--- src/rtl/commut_pkg.sv ---
package commut_pkg;
  // register byte offsets
  localparam logic [7:0] CTRL_OFS = 8'h00;
  localparam logic [7:0] DEADTIME_OFS = 8'h04;
  localparam logic [7:0] STATUS_OFS = 8'h08;
  // control field positions
  localparam int MODE_LSB = 0;
  localparam int RECIRC_BIT = 3;
  localparam int BRAKE_LSB = 4;
  localparam int DEADTIME_RISING_LSB = 0;
  localparam int DT_FALL_LSB = 8;
  // drive_mode_select codes
  localparam logic [2:0] MODE_PATTERN = 3'h2;
  localparam logic [2:0] MODE_HALL = 3'h3;
  // brake styles
  localparam logic [1:0] BRAKE_LOW = 2'h0;
  localparam logic [1:0] BRAKE_HIGH = 2'h1;
  localparam logic [1:0] BRAKE_ALT = 2'h2;
  localparam logic [1:0] BRAKE_HIZ = 2'h3;
  // reset values
  localparam logic [2:0] MODE_RST = 3'h0;
  localparam logic RECIRC_RST = 1'b1;
  localparam logic [1:0] BRAKE_RST = 2'h0;
  localparam logic [7:0] DEADTIME_RISING_RST = 8'h04;
  localparam logic [7:0] DT_FALL_RST = 8'h04;
  localparam logic ALT_RST = 1'b1;
  // synchronised input vector positions
  localparam int IN_PWM = 0;
  localparam int IN_AUX1 = 1;
  localparam int IN_AUX2 = 2;
  localparam int IN_AUX3 = 3;
  localparam int IN_AUX4 = 4;
  localparam int IN_STEP = 5;
  localparam int IN_BRAKE_N = 6;
  localparam int SYNC_W = 7;
  localparam logic [6:0] SYNC_RST = 7'h40;
  typedef enum logic [1:0] {
    PH_OFF = 2'b00,
    PH_PWM = 2'b01,
    PH_LON = 2'b10,
    PH_HON = 2'b11
  } phase_e;
endpackage : commut_pkg

--- src/rtl/commutation_logic.sv ---
`timescale 1ns/100ps
`default_nettype none
// What this block does
// - mode code 010 selects pattern commutation
// - diode recirculation keeps modulated low sides off
// - reference input sets duty and frequency
// - three aux inputs pick pattern state
// - pattern mode ignores fourth aux input
// - step low six-step, high advanced pattern
// - step low codes map to six states
// - step high codes give advanced states
// - 111 aligns, 000 stops all gates
// - active freewheel drives inverted modulation low
// - brake request overrides every commutation state
// - brake styles: low, high, alternate, off
// - mode code 011 selects hall commutation
// - hall uses aux 1,3,4 plus direction
// - hall direction high commutation table
// - hall direction low commutation table
// - hall codes 111 and 000 force off
// - hall mode honours recirculation select too
// - dead time between complementary gate commands
module commutation_logic #(
  parameter int DT_W = 8
) (
  input wire logic clk_i, // 125 MHz clock
  input wire logic rst_i, // sync reset, high
  input wire logic duty_reference_input_i, // pwm reference
  input wire logic aux_input_1_i, // pattern / hall a
  input wire logic aux_input_2_i, // pattern bit
  input wire logic aux_input_3_i, // pattern / hall b
  input wire logic aux_input_4_i, // hall c
  input wire logic step_direction_input_i, // 12-step / direction
  input wire logic brake_request_n_i, // brake, low active
  input wire logic wb_cyc_i, // wishbone cycle
  input wire logic wb_stb_i, // wishbone strobe
  input wire logic wb_we_i, // wishbone write
  input wire logic [7:0] wb_adr_i, // byte address
  input wire logic [3:0] wb_sel_i, // byte enables
  input wire logic [31:0] wb_dat_i, // write data
  output logic [31:0] wb_dat_o, // read data
  output logic wb_ack_o, // acknowledge
  output logic gate_high_a_o, // phase a high gate
  output logic gate_low_a_o, // phase a low gate
  output logic gate_high_b_o, // phase b high gate
  output logic gate_low_b_o, // phase b low gate
  output logic gate_high_c_o, // phase c high gate
  output logic gate_low_c_o // phase c low gate
);
  import commut_pkg::*;

  // pattern decode, result packed {c, b, a}
  function automatic logic [5:0] pattern_map(input logic [2:0] code, input logic step);
    logic [5:0] r;
    r = {PH_OFF, PH_OFF, PH_OFF};
    if (!step)
    begin
      unique case (code)
        3'h3: r = {PH_OFF, PH_LON, PH_PWM};
        3'h2: r = {PH_PWM, PH_LON, PH_OFF};
        3'h6: r = {PH_PWM, PH_OFF, PH_LON};
        3'h4: r = {PH_OFF, PH_PWM, PH_LON};
        3'h5: r = {PH_LON, PH_PWM, PH_OFF};
        3'h1: r = {PH_LON, PH_OFF, PH_PWM};
        3'h7: r = {PH_LON, PH_LON, PH_PWM};
        3'h0: r = {PH_OFF, PH_OFF, PH_OFF};
      endcase
    end
    else
    begin
      unique case (code)
        3'h2: r = {PH_PWM, PH_LON, PH_PWM};
        3'h6: r = {PH_PWM, PH_LON, PH_LON};
        3'h4: r = {PH_PWM, PH_PWM, PH_LON};
        3'h5: r = {PH_LON, PH_PWM, PH_LON};
        3'h1: r = {PH_LON, PH_PWM, PH_PWM};
        3'h3: r = {PH_LON, PH_LON, PH_PWM};
        3'h7: r = {PH_LON, PH_LON, PH_PWM};
        3'h0: r = {PH_OFF, PH_OFF, PH_OFF};
      endcase
    end
    return r;
  endfunction : pattern_map

  // hall decode, result packed {c, b, a}
  function automatic logic [5:0] hall_map(input logic [2:0] code, input logic dir);
    logic [5:0] r;
    r = {PH_OFF, PH_OFF, PH_OFF};
    unique case ({dir, code})
      4'hD: r = {PH_LON, PH_OFF, PH_PWM};
      4'hC: r = {PH_LON, PH_PWM, PH_OFF};
      4'hE: r = {PH_OFF, PH_PWM, PH_LON};
      4'hA: r = {PH_PWM, PH_OFF, PH_LON};
      4'hB: r = {PH_PWM, PH_LON, PH_OFF};
      4'h9: r = {PH_OFF, PH_LON, PH_PWM};
      4'h5: r = {PH_PWM, PH_OFF, PH_LON};
      4'h4: r = {PH_PWM, PH_LON, PH_OFF};
      4'h6: r = {PH_OFF, PH_LON, PH_PWM};
      4'h2: r = {PH_LON, PH_OFF, PH_PWM};
      4'h3: r = {PH_LON, PH_PWM, PH_OFF};
      4'h1: r = {PH_OFF, PH_PWM, PH_LON};
      default: r = {PH_OFF, PH_OFF, PH_OFF}; // forbidden 000 / 111
    endcase
    return r;
  endfunction : hall_map

  logic [SYNC_W-1:0] sync1_ff, sync2_ff, nxt_sync1, nxt_sync2;
  logic [2:0] mode_ff, nxt_mode;
  logic recirc_ff, nxt_recirc;
  logic [1:0] brake_style_ff, nxt_brake_style;
  logic [DT_W-1:0] deadtime_rising_ff, nxt_deadtime_rising;
  logic [DT_W-1:0] dt_fall_ff, nxt_dt_fall;
  logic ack_ff, nxt_ack;
  logic [31:0] rdata_ff, nxt_rdata;
  logic brake_prev_ff, nxt_brake_prev;
  logic alt_ff, nxt_alt;
  logic brake_s, brake_event, pwm_s;
  logic [2:0] pat_code, hall_code;
  logic [5:0] ph_state;
  logic [2:0] pwm_mask, raw_hi, raw_lo, hi_q, lo_q;
  logic bus_req;

  // input synchroniser; only the second stage feeds the decoder
  always_comb
  begin
    nxt_sync1 = {brake_request_n_i, step_direction_input_i, aux_input_4_i,
                 aux_input_3_i, aux_input_2_i, aux_input_1_i,
                 duty_reference_input_i};
    nxt_sync2 = sync1_ff;
  end

  always_ff @(posedge clk_i)
  begin
    if (rst_i)
    begin
      sync1_ff <= SYNC_RST;
      sync2_ff <= SYNC_RST;
    end
    else
    begin
      sync1_ff <= nxt_sync1;
      sync2_ff <= nxt_sync2;
    end
  end

  // wishbone slave: ack one cycle after the strobe, dropped next cycle
  assign bus_req = wb_cyc_i && wb_stb_i && !ack_ff;

  always_comb
  begin
    nxt_ack = bus_req;
    nxt_mode = mode_ff;
    nxt_recirc = recirc_ff;
    nxt_brake_style = brake_style_ff;
    nxt_deadtime_rising = deadtime_rising_ff;
    nxt_dt_fall = dt_fall_ff;
    nxt_rdata = 32'h0000_0000;
    if (bus_req && wb_we_i)
    begin
      if (wb_adr_i == CTRL_OFS && wb_sel_i[0])
      begin
        nxt_mode = wb_dat_i[MODE_LSB +: 3];
        nxt_recirc = wb_dat_i[RECIRC_BIT];
        nxt_brake_style = wb_dat_i[BRAKE_LSB +: 2];
      end
      if (wb_adr_i == DEADTIME_OFS && wb_sel_i[0])
      begin
        nxt_deadtime_rising = wb_dat_i[DEADTIME_RISING_LSB +: DT_W];
      end
      if (wb_adr_i == DEADTIME_OFS && wb_sel_i[1])
      begin
        nxt_dt_fall = wb_dat_i[DT_FALL_LSB +: DT_W];
      end
    end
    if (bus_req && !wb_we_i)
    begin
      if (wb_adr_i == CTRL_OFS)
      begin
        nxt_rdata[MODE_LSB +: 3] = mode_ff;
        nxt_rdata[RECIRC_BIT] = recirc_ff;
        nxt_rdata[BRAKE_LSB +: 2] = brake_style_ff;
      end
      else if (wb_adr_i == DEADTIME_OFS)
      begin
        nxt_rdata[DEADTIME_RISING_LSB +: DT_W] = deadtime_rising_ff;
        nxt_rdata[DT_FALL_LSB +: DT_W] = dt_fall_ff;
      end
      else if (wb_adr_i == STATUS_OFS)
      begin
        nxt_rdata[20:0] = {alt_ff, !brake_s, ph_state, lo_q, hi_q, sync2_ff};
      end
    end
  end

  always_ff @(posedge clk_i)
  begin
    if (rst_i)
    begin
      ack_ff <= 1'b0;
      rdata_ff <= 32'h0000_0000;
      mode_ff <= MODE_RST;
      recirc_ff <= RECIRC_RST;
      brake_style_ff <= BRAKE_RST;
      deadtime_rising_ff <= DEADTIME_RISING_RST;
      dt_fall_ff <= DT_FALL_RST;
    end
    else
    begin
      ack_ff <= nxt_ack;
      rdata_ff <= nxt_rdata;
      mode_ff <= nxt_mode;
      recirc_ff <= nxt_recirc;
      brake_style_ff <= nxt_brake_style;
      deadtime_rising_ff <= nxt_deadtime_rising;
      dt_fall_ff <= nxt_dt_fall;
    end
  end

  assign wb_ack_o = ack_ff;
  assign wb_dat_o = rdata_ff;

  // brake edge tracking; alternate style flips on each new event
  assign brake_s = sync2_ff[IN_BRAKE_N];
  assign brake_event = brake_prev_ff && !brake_s;

  always_comb
  begin
    nxt_brake_prev = brake_s;
    nxt_alt = brake_event ? !alt_ff : alt_ff;
  end

  always_ff @(posedge clk_i)
  begin
    if (rst_i)
    begin
      brake_prev_ff <= 1'b1;
      alt_ff <= ALT_RST;
    end
    else
    begin
      brake_prev_ff <= nxt_brake_prev;
      alt_ff <= nxt_alt;
    end
  end

  // commutation decode
  assign pwm_s = sync2_ff[IN_PWM];
  assign pat_code = {sync2_ff[IN_AUX1], sync2_ff[IN_AUX2], sync2_ff[IN_AUX3]};
  assign hall_code = {sync2_ff[IN_AUX1], sync2_ff[IN_AUX3], sync2_ff[IN_AUX4]};

  always_comb
  begin
    ph_state = {PH_OFF, PH_OFF, PH_OFF};
    if (mode_ff == MODE_PATTERN)
    begin
      ph_state = pattern_map(pat_code, sync2_ff[IN_STEP]);
    end
    else if (mode_ff == MODE_HALL)
    begin
      ph_state = hall_map(hall_code, sync2_ff[IN_STEP]);
    end
    if (!brake_s)
    begin
      unique case (brake_style_ff)
        BRAKE_LOW: ph_state = {PH_LON, PH_LON, PH_LON};
        BRAKE_HIGH: ph_state = {PH_HON, PH_HON, PH_HON};
        BRAKE_ALT: ph_state = nxt_alt ? {PH_HON, PH_HON, PH_HON} : {PH_LON, PH_LON, PH_LON};
        BRAKE_HIZ: ph_state = {PH_OFF, PH_OFF, PH_OFF};
      endcase
    end
  end

  // per-phase gate requests from the decoded phase state
  always_comb
  begin
    for (int i = 0; i < 3; i++)
    begin
      pwm_mask[i] = (ph_state[2*i +: 2] == PH_PWM);
      raw_hi[i] = (pwm_mask[i] && pwm_s) || (ph_state[2*i +: 2] == PH_HON);
      raw_lo[i] = (ph_state[2*i +: 2] == PH_LON)
                  || (pwm_mask[i] && !recirc_ff && !pwm_s);
    end
  end

  for (genvar g = 0; g < 3; g++)
  begin : g_phase
    deadtime_gen #(
      .DT_W(DT_W)
    ) u_dt (
      .clk_i(clk_i),
      .rst_i(rst_i),
      .hi_req_i(raw_hi[g]),
      .lo_req_i(raw_lo[g]),
      .deadtime_rising_i(deadtime_rising_ff),
      .dt_fall_i(dt_fall_ff),
      .hi_o(hi_q[g]),
      .lo_o(lo_q[g])
    );
  end

  assign gate_high_a_o = hi_q[0];
  assign gate_low_a_o = lo_q[0];
  assign gate_high_b_o = hi_q[1];
  assign gate_low_b_o = lo_q[1];
  assign gate_high_c_o = hi_q[2];
  assign gate_low_c_o = lo_q[2];
endmodule : commutation_logic
`default_nettype wire

--- src/rtl/deadtime_gen.sv ---
`timescale 1ns/100ps
`default_nettype none
module deadtime_gen #(
  parameter int DT_W = 8
) (
  input wire logic clk_i, // system clock
  input wire logic rst_i, // sync reset, high
  input wire logic hi_req_i, // requested high side
  input wire logic lo_req_i, // requested low side
  input wire logic [DT_W-1:0] deadtime_rising_i, // wait before high on
  input wire logic [DT_W-1:0] dt_fall_i, // wait before low on
  output logic hi_o, // high gate
  output logic lo_o // low gate
);
  logic hi_ff, lo_ff, nxt_hi, nxt_lo;
  logic [DT_W-1:0] hcnt_ff, lcnt_ff, nxt_hcnt, nxt_lcnt;

  // a side only counts once the opposite gate is seen off, so the
  // two gates can never overlap even with a zero setting
  always_comb
  begin
    nxt_hcnt = '0;
    nxt_lcnt = '0;
    if (hi_req_i && !lo_ff)
    begin
      nxt_hcnt = (hcnt_ff == '1) ? hcnt_ff : hcnt_ff + 1'b1;
    end
    if (lo_req_i && !hi_ff)
    begin
      nxt_lcnt = (lcnt_ff == '1) ? lcnt_ff : lcnt_ff + 1'b1;
    end
    nxt_hi = hi_req_i && !lo_ff && (hcnt_ff >= deadtime_rising_i);
    nxt_lo = lo_req_i && !hi_ff && (lcnt_ff >= dt_fall_i);
  end

  always_ff @(posedge clk_i)
  begin
    if (rst_i)
    begin
      hi_ff <= 1'b0;
      lo_ff <= 1'b0;
      hcnt_ff <= '0;
      lcnt_ff <= '0;
    end
    else
    begin
      hi_ff <= nxt_hi;
      lo_ff <= nxt_lo;
      hcnt_ff <= nxt_hcnt;
      lcnt_ff <= nxt_lcnt;
    end
  end

  assign hi_o = hi_ff;
  assign lo_o = lo_ff;
endmodule : deadtime_gen
`default_nettype wire

--- config.mk ---
export PLATFORM = sky130hd
export DESIGN_NAME = commutation_logic
export DESIGN_NICKNAME = d
export VERILOG_FILES = /design/src/rtl/commut_pkg.sv /design/src/rtl/commutation_logic.sv /design/src/rtl/deadtime_gen.sv
export SDC_FILE = /design/constraint.sdc
export NUM_CORES = 1
export LEC_CHECK = 0
export BUFFER_PORTS_ARGS = -buffer_cell sky130_fd_sc_hd__buf_2
export CORE_MARGIN = 2
export CORE_UTILIZATION = 45
export DETAILED_ROUTE_END_ITERATION = 8
export PLACE_DENSITY = 0.77
export RECOVER_POWER = 25
export SYNTH_ARGS = -nofsm -noshare
export SYNTH_HDL_FRONTEND = slang
export SYNTH_HIERARCHICAL = 1
export SYNTH_SLANG_ARGS = --single-unit
--- constraint.sdc ---
create_clock -name clk_i -period 2.25 [get_ports clk_i]
set_clock_uncertainty 0.15 [all_clocks]
set_input_delay 0.45 -clock clk_i [delete_from_list [all_inputs] [get_ports clk_i]]
set_output_delay 0.45 -clock clk_i [all_outputs]
set_load 0.02 [all_outputs]
# --- Word level (Yosys, flattened, before mapping) ---
# Memory sizes are Yosys's and may differ from the RTL's. A register that Yosys moved wholly into a read port is not among the register bits.
# Index checks and enable logic that the tools add are counted.
op_classes:
  add_sub_neg: 6
  magnitude_cmp: 6
  n_eq_ne: 22
  muxes: 13
  bitwise: 8
  reduce_logical: 61
ops:
  columns: ["op", "count"]
  rows:
  - ["$add 8x1->8 const B", 6]
  - ["$eq 8x8->1 const B", 6]
  - ["$ge 8x8->1", 6]
  - ["$mux 6", 5]
  - ["$logic_and 1x1->1", 29]
  - ["$pmux 6 s4", 1]
  - ["$mux 21", 1]
  - ["$eq 2x2->1 const B", 8]
  - ["$mux 16", 1]
  - ["$reduce_or 2->1", 7]
  - ["$logic_not 1->1", 12]
  - ["$eq 2x1->1 const B", 4]
  - ["$eq 8x3->1 const B", 1]
  - ["$eq 8x4->1 const B", 1]
  - ["$logic_not 8->1", 1]
  - ["$not 1->1", 8]
  - ["$eq 3x2->1 const B", 2]
  - ["$logic_or 1x1->1", 6]
  - ["$mux 3", 2]
  - ["$reduce_and 2->1", 3]
  - ["$mux 5", 1]
  - ["$reduce_or 5->1", 1]
  - ["$mux 4", 1]
  - ["$reduce_or 3->1", 1]
  - ["2 further kinds", 2]
word_totals:
  ff_bits: 125
  mem_bits_ro: 192
  inputBits: 56
  output_inout_bits: 39
  wordCells: 145
  n_memories: 3
memory_table:
  columns: ["memory", "depth", "width", "read_ports", "rd_clocked_by_memory_dff", "write_ports", "line", "text"]
  rows:
  - ["(name not given)", 16, 6, 1, 1, 0, "commutation_logic.sv:89", "unique case ({dir, code})"]
  - ["(name not given)", 8, 6, 1, 1, 0, "commutation_logic.sv:58", "unique case (code)"]
  - ["(name not given)", 8, 6, 1, 1, 0, "commutation_logic.sv:71", "unique case (code)"]

# --- Logic depth before layout (Yosys ltp) ---
depth:
  word_depth: 13
  mapped_depth: 9
  mapped_depth_nobuf: 7

# --- Modules after synthesis ---
# Netlist, hierarchy kept.
modules_own_cells:
  columns: ["module", "instances", "cells_each", "area_per_inst_um2", "seq_area_each_um2"]
  rows:
  - ["deadtime_gen", 3, 143, 1144.8, 360.3]
  - ["commutation_logic", 1, 333, 3091.7, 1561.5]

# --- Worst setup path before layout ---
# OpenSTA, ideal clock, no wires.
synth_path:
  kind: "register -> register"
  start: "register mode_ff[1]"
  end: "register g_phase[2].u_dt.lcnt_ff[5]"
  setup_time_ns: 0.115
  t_arrival_ns: 1.918
  t_required_ns: 1.985
  slack_ns: 0.067
  path_stages_with_launch: 10
  n_path_buf: 2
  period_less_slack_ns: 2.183
  path_cell_list: "dfxtp_1 clkbuf_1 or3b_1 clkbuf_1 o211ai_1 nand2_1 mux2_1 nand2_1 a31oi_1 o21a_1"
synth_between:
  elab_chain_len: 11
  word_cells_on_any_way: 13
  classes_between: "4 x eq/ne; 3 x mux; 1 x bitwise; 5 x reduce/logical"
synth_lines:
  columns: ["element", "line", "text"]
  rows:
  - ["from (decl)", "commutation_logic.sv:108", "logic [2:0] mode_ff, nxt_mode;"]
  - ["from (signal assigned)", "commutation_logic.sv:211", "mode_ff <= nxt_mode;"]
  - ["$eq 3x2->1", "commutation_logic.sv:258", "else if (mode_ff == MODE_HALL)"]
  - ["$mux 6", "commutation_logic.sv:258", null]
  - ["$mux 6 (*)", "commutation_logic.sv:254", "if (mode_ff == MODE_PATTERN)"]
  - ["$mux 6 (*)", "commutation_logic.sv:262", "if (!brake_s)"]
  - ["$eq 2x1->1", "commutation_logic.sv:278", "pwm_mask[i] = (ph_state[2*i +: 2] == PH_PWM);"]
  - ["$logic_and 1x1->1 (2 in series)", "commutation_logic.sv:281", "|| (pwm_mask[i] && !recirc_ff && !pwm_s);"]
  - ["$logic_or 1x1->1 (*)", "commutation_logic.sv:281", null]
  - ["net raw_lo[2]", "commutation_logic.sv:120", "logic [2:0] pwm_mask, raw_hi, raw_lo, hi_q, lo_q;"]
  - ["$logic_and 1x1->1 (*)", "deadtime_gen.sv:28", "if (lo_req_i && !hi_ff)"]
  - ["$not 1->1 (no source line) (*)", null, null]
  - ["$reduce_or 2->1 (no source line) (*)", null, null]
  - ["to (signal assigned)", "deadtime_gen.sv:50", "lcnt_ff <= nxt_lcnt;"]
  - ["to (decl)", "deadtime_gen.sv:16", "logic [DT_W-1:0] hcnt_ff, lcnt_ff, nxt_hcnt, nxt_lcnt;"]
# Mark *: on every way through the listed nets, which the timed path passes. The rest lies on a longest branch.
# A chain may end at the register's enable or synchronous reset.

# --- Worst setup path in the final report ---
# Same ends and word-level chain as after synthesis.

==> parameters.txt <==
Parameter                              Value

Setup path
  Maximum net fanout on the critical path    9
  Critical path class    reg2reg
  Data arrival time at the worst-slack endpoint    about 2300 ps
  Type of origin of the critical path    flip-flop
  Worst EP required    around 2400 ps
  Endpoint class of the critical path    flip-flop

Global routing
  Wire length of the first global-routing pass    between 20000 and 30000 µm
  Largest net degree at the start of global routing    25
  Number of global-route vias before repair    ~5200
  Total global routing track utilization    a little over 20%
  Initial antenna violation count    0
  Overflow left after global routing    0

Job
  Number of maximum-capacitance violations    0

Floorplanning
  Overall die height    124 µm
  Number of core rows    between 40 and 50
  Core ar.    about 14000 µm²
  Total Die Area    15500 µm²
  Floorplan die width    between 100 and 150 µm
  Initial standard-cell utilization of the core    45.4%
  I/O pin cnt    95

Synth
  Flop and latch count out of synthesis    between 100 and 150
  Number of instances in the synthesized netlist    between 700 and 800
  Number of flops mapped to enable cells by yosys    0
  Dominant register cell in the synthesized netlist    sky130_fd_sc_hd__dfxtp_1
  YS warnings    6
  Summed instance area of the synthesized netlist    around 6500 µm²
  Asr flop ratio synth    0%
  Post-Synthesis Mean Instance Area    8.56 µm²
  Number of different library cells in the post-synthesis netlist    ~50
  Post-synthesis sequential area ratio    between 40% and 50%

Pwr
  Maximum VDD drop    around 0.00065 V
  Combinational Power Share    approximately 3.6%
  Leakage dissipation    about 0.0032 µW
  Fraction of power consumed by the clock network    a little under three fifths
  Sequential cell fraction of total power    between 40% and 50%
  Switching share of power    20.5%
  Power density cells    745 nW/µm²
  Power dissipated by switching net loads    roughly 1200 µW
  Internal power component    between 4000 and 5000 µW

Layout
  Fin cells    1050
  Growth of design area from synthesis to finish    21.4%
  Number of nets in the layout    just under 1000
  Most common library cell in the layout ignoring fill and taps    sky130_fd_sc_hd__dfxtp_1
  Diodes inserted    0
  Final non-filler cell area    7920 µm²
  Number of inserted filler cells in the final layout    around 1300
  Highest-count cells in the layout ignoring fill and taps    sky130_fd_sc_hd__dfxtp_1 (132), sky130_fd_sc_hd__nor2_1 (131), sky130_fd_sc_hd__buf_2 (64)
  Layout cells sized above 1    between 10% and 20%

Clocking
  Sinks on Clock Net    ~130
  Worst-skew pair later-pin latency    430 ps
  Clock slew at the register clock pins of the worst setup and hold paths    about 60 ps
  Clock tree from TritonCTS    built
  Max clock buf depth    2
  TritonCTS Buffers    17
  Number of levels the H-tree was split into    4
  Number of buffers added to fix hold violations after cts    0
  Clock tree root driver cell    sky130_fd_sc_hd__clkbuf_16

Placed design
  Total placed cells including tap cells    about 1000
  Post-DP HPWL    11100 µm
  Cell area reported after detailed placement    slightly above 7000 µm²
  Number of buffer cells added on primary ports    65
  Routability Congestion    approximately 0.84

Detailed routing
  Total via count in the routed design    between 5000 and 6000
  Total length of routed wires    approximately 15000 µm
  ANT nets after route    0
  DR WL/cell    between 10 and 15 µm
  DRC Markers    0
  Initial detailed-routing violation count    between 400 and 500
  Drt via density    about 5.2
  First-pass iteration count of the detailed router    5

STA
  Period Utilization, post-route    a little over nine tenths
  Transition time of the tightest slew-check pin    984 ps
  Minimum clock period    around 2100 ps
  Peak clock frequency supported by timing    between 400 and 500 MHz
  Slew Viols, Final    0
  # setup viols final    0
  Worst rel slew slack    34.4%
  Hold violation total from the final report    0

Min path
  Hold crit path type    in2reg

Status
  Outcome    complete, no violations
[area by class of cell]
type	count	area, µm²	area share (%)
Clock buffer	18	439	5.54
Clock inverter	14	270	3.41
Inverter	63	236	2.98
Multi-Input combinational cell	544	3550	44.9
Sequential cell	132	2640	33.4
Tap cell	184	230	2.91
Timing Repair Buffer	95	551	6.95
[power by group through the flow]
stage                     registers (µW)  clock network (µW)  logic (µW)
final                               2390                3300         210
after global placement              2440                   0         201
after detailed placement            2440                   0         204
after global routing                2390                3450         232
after floorplan                     2430                   0         144
after CTS                           2390                3350         207
[cell families (layout without fill, tap and decap cells)]
kind of cell,count (synthesis),count (layout),share of synthesized area (%)
mux,35,35,5.39
flops,132,132,40.5
buf+inv,96,190,6.17
fa+ha+maj,54,54,10.4
simple gates,308,308,23.5
compound gates,122,122,12.2
other cells,1,11,0.0575
xor+xnor,14,14,1.88
[cell usage after synthesis, drive strengths merged (10+ instances only)]
cell type	instances	area [µm²]
a211oi	15	113
a21oi	42	210
a31oi	12	75.1
buf	14	95.1
clkbuf	19	71.3
dfxtp	132	2640
ha	54	676
inv	63	236
mux2i	34	340
nand2	46	173
nand2b	12	75.1
nand3	18	105
nand4	11	68.8
nor2	134	510
nor2b	20	125
nor3	21	105
o21a	10	75.1
[through the flow]
step	hold slack, ps	util [%]	setup TNS, ps	power [µW]	worst slack [ps]
3_3_place_gp	244	50.0	0	2640	37.8
3_5_place_dp	243	50.0	-42.8	2650	-24.4
5_1_grt	44.3	55.1	-31.2	6080	-31.2
4_1_cts	33.9	54.9	0	5940	38.5
6_report	51.4	55.1	0	5900	126
2_1_floorplan	239	-	0	2570	66.9
[final timing paths]
check / from / end / slack (ps) / cells past startpoint
setup reg to reg: mode_ff[1]$_SDFFE_PP0P_ / g_phase[2].u_dt/lcnt_ff[5]$_SDFFE_PP0P_ / 130 / 8
hold / removal: brake_request_n_i / nxt_sync2[6]$_SDFF_PP1_ / 50 / 2
setup / recovery: mode_ff[1]$_SDFFE_PP0P_ / g_phase[2].u_dt/lcnt_ff[5]$_SDFFE_PP0P_ / 130 / 8
hold reg to reg: nxt_sync2[6]$_SDFF_PP1_ / sync2_ff[6]$_SDFF_PP1_ / 260 / 1
[timing repair]
item | CTS | global route
pin swaps | 0 | 5
resized for setup | 2 | 9
endpoints found under the setup margin | 2 | 38
setup buffers | 0 | 2
[metal layers]
layer  wire length, µm  global-route usage [%]  vias up
li1                  -                       -     2812
met1              6810                    25.2     2527
met2              7340                    33.8      116
met3               853                    4.94       17
met4               191                    7.34        0
met5                 0                       0        -
[critical path: stages, from the launching register on]
cell and delay, ps:
sky130_fd_sc_hd__dfxtp_1 330, sky130_fd_sc_hd__or3b_4 410, sky130_fd_sc_hd__buf_4 150, sky130_fd_sc_hd__o211ai_1 160, sky130_fd_sc_hd__nand2_1 120, sky130_fd_sc_hd__mux2_1 370
sky130_fd_sc_hd__nand2_4 140, sky130_fd_sc_hd__a31oi_1 60, sky130_fd_sc_hd__o21a_1 120
Note: power is estimated with default switching activity, not from simulation.
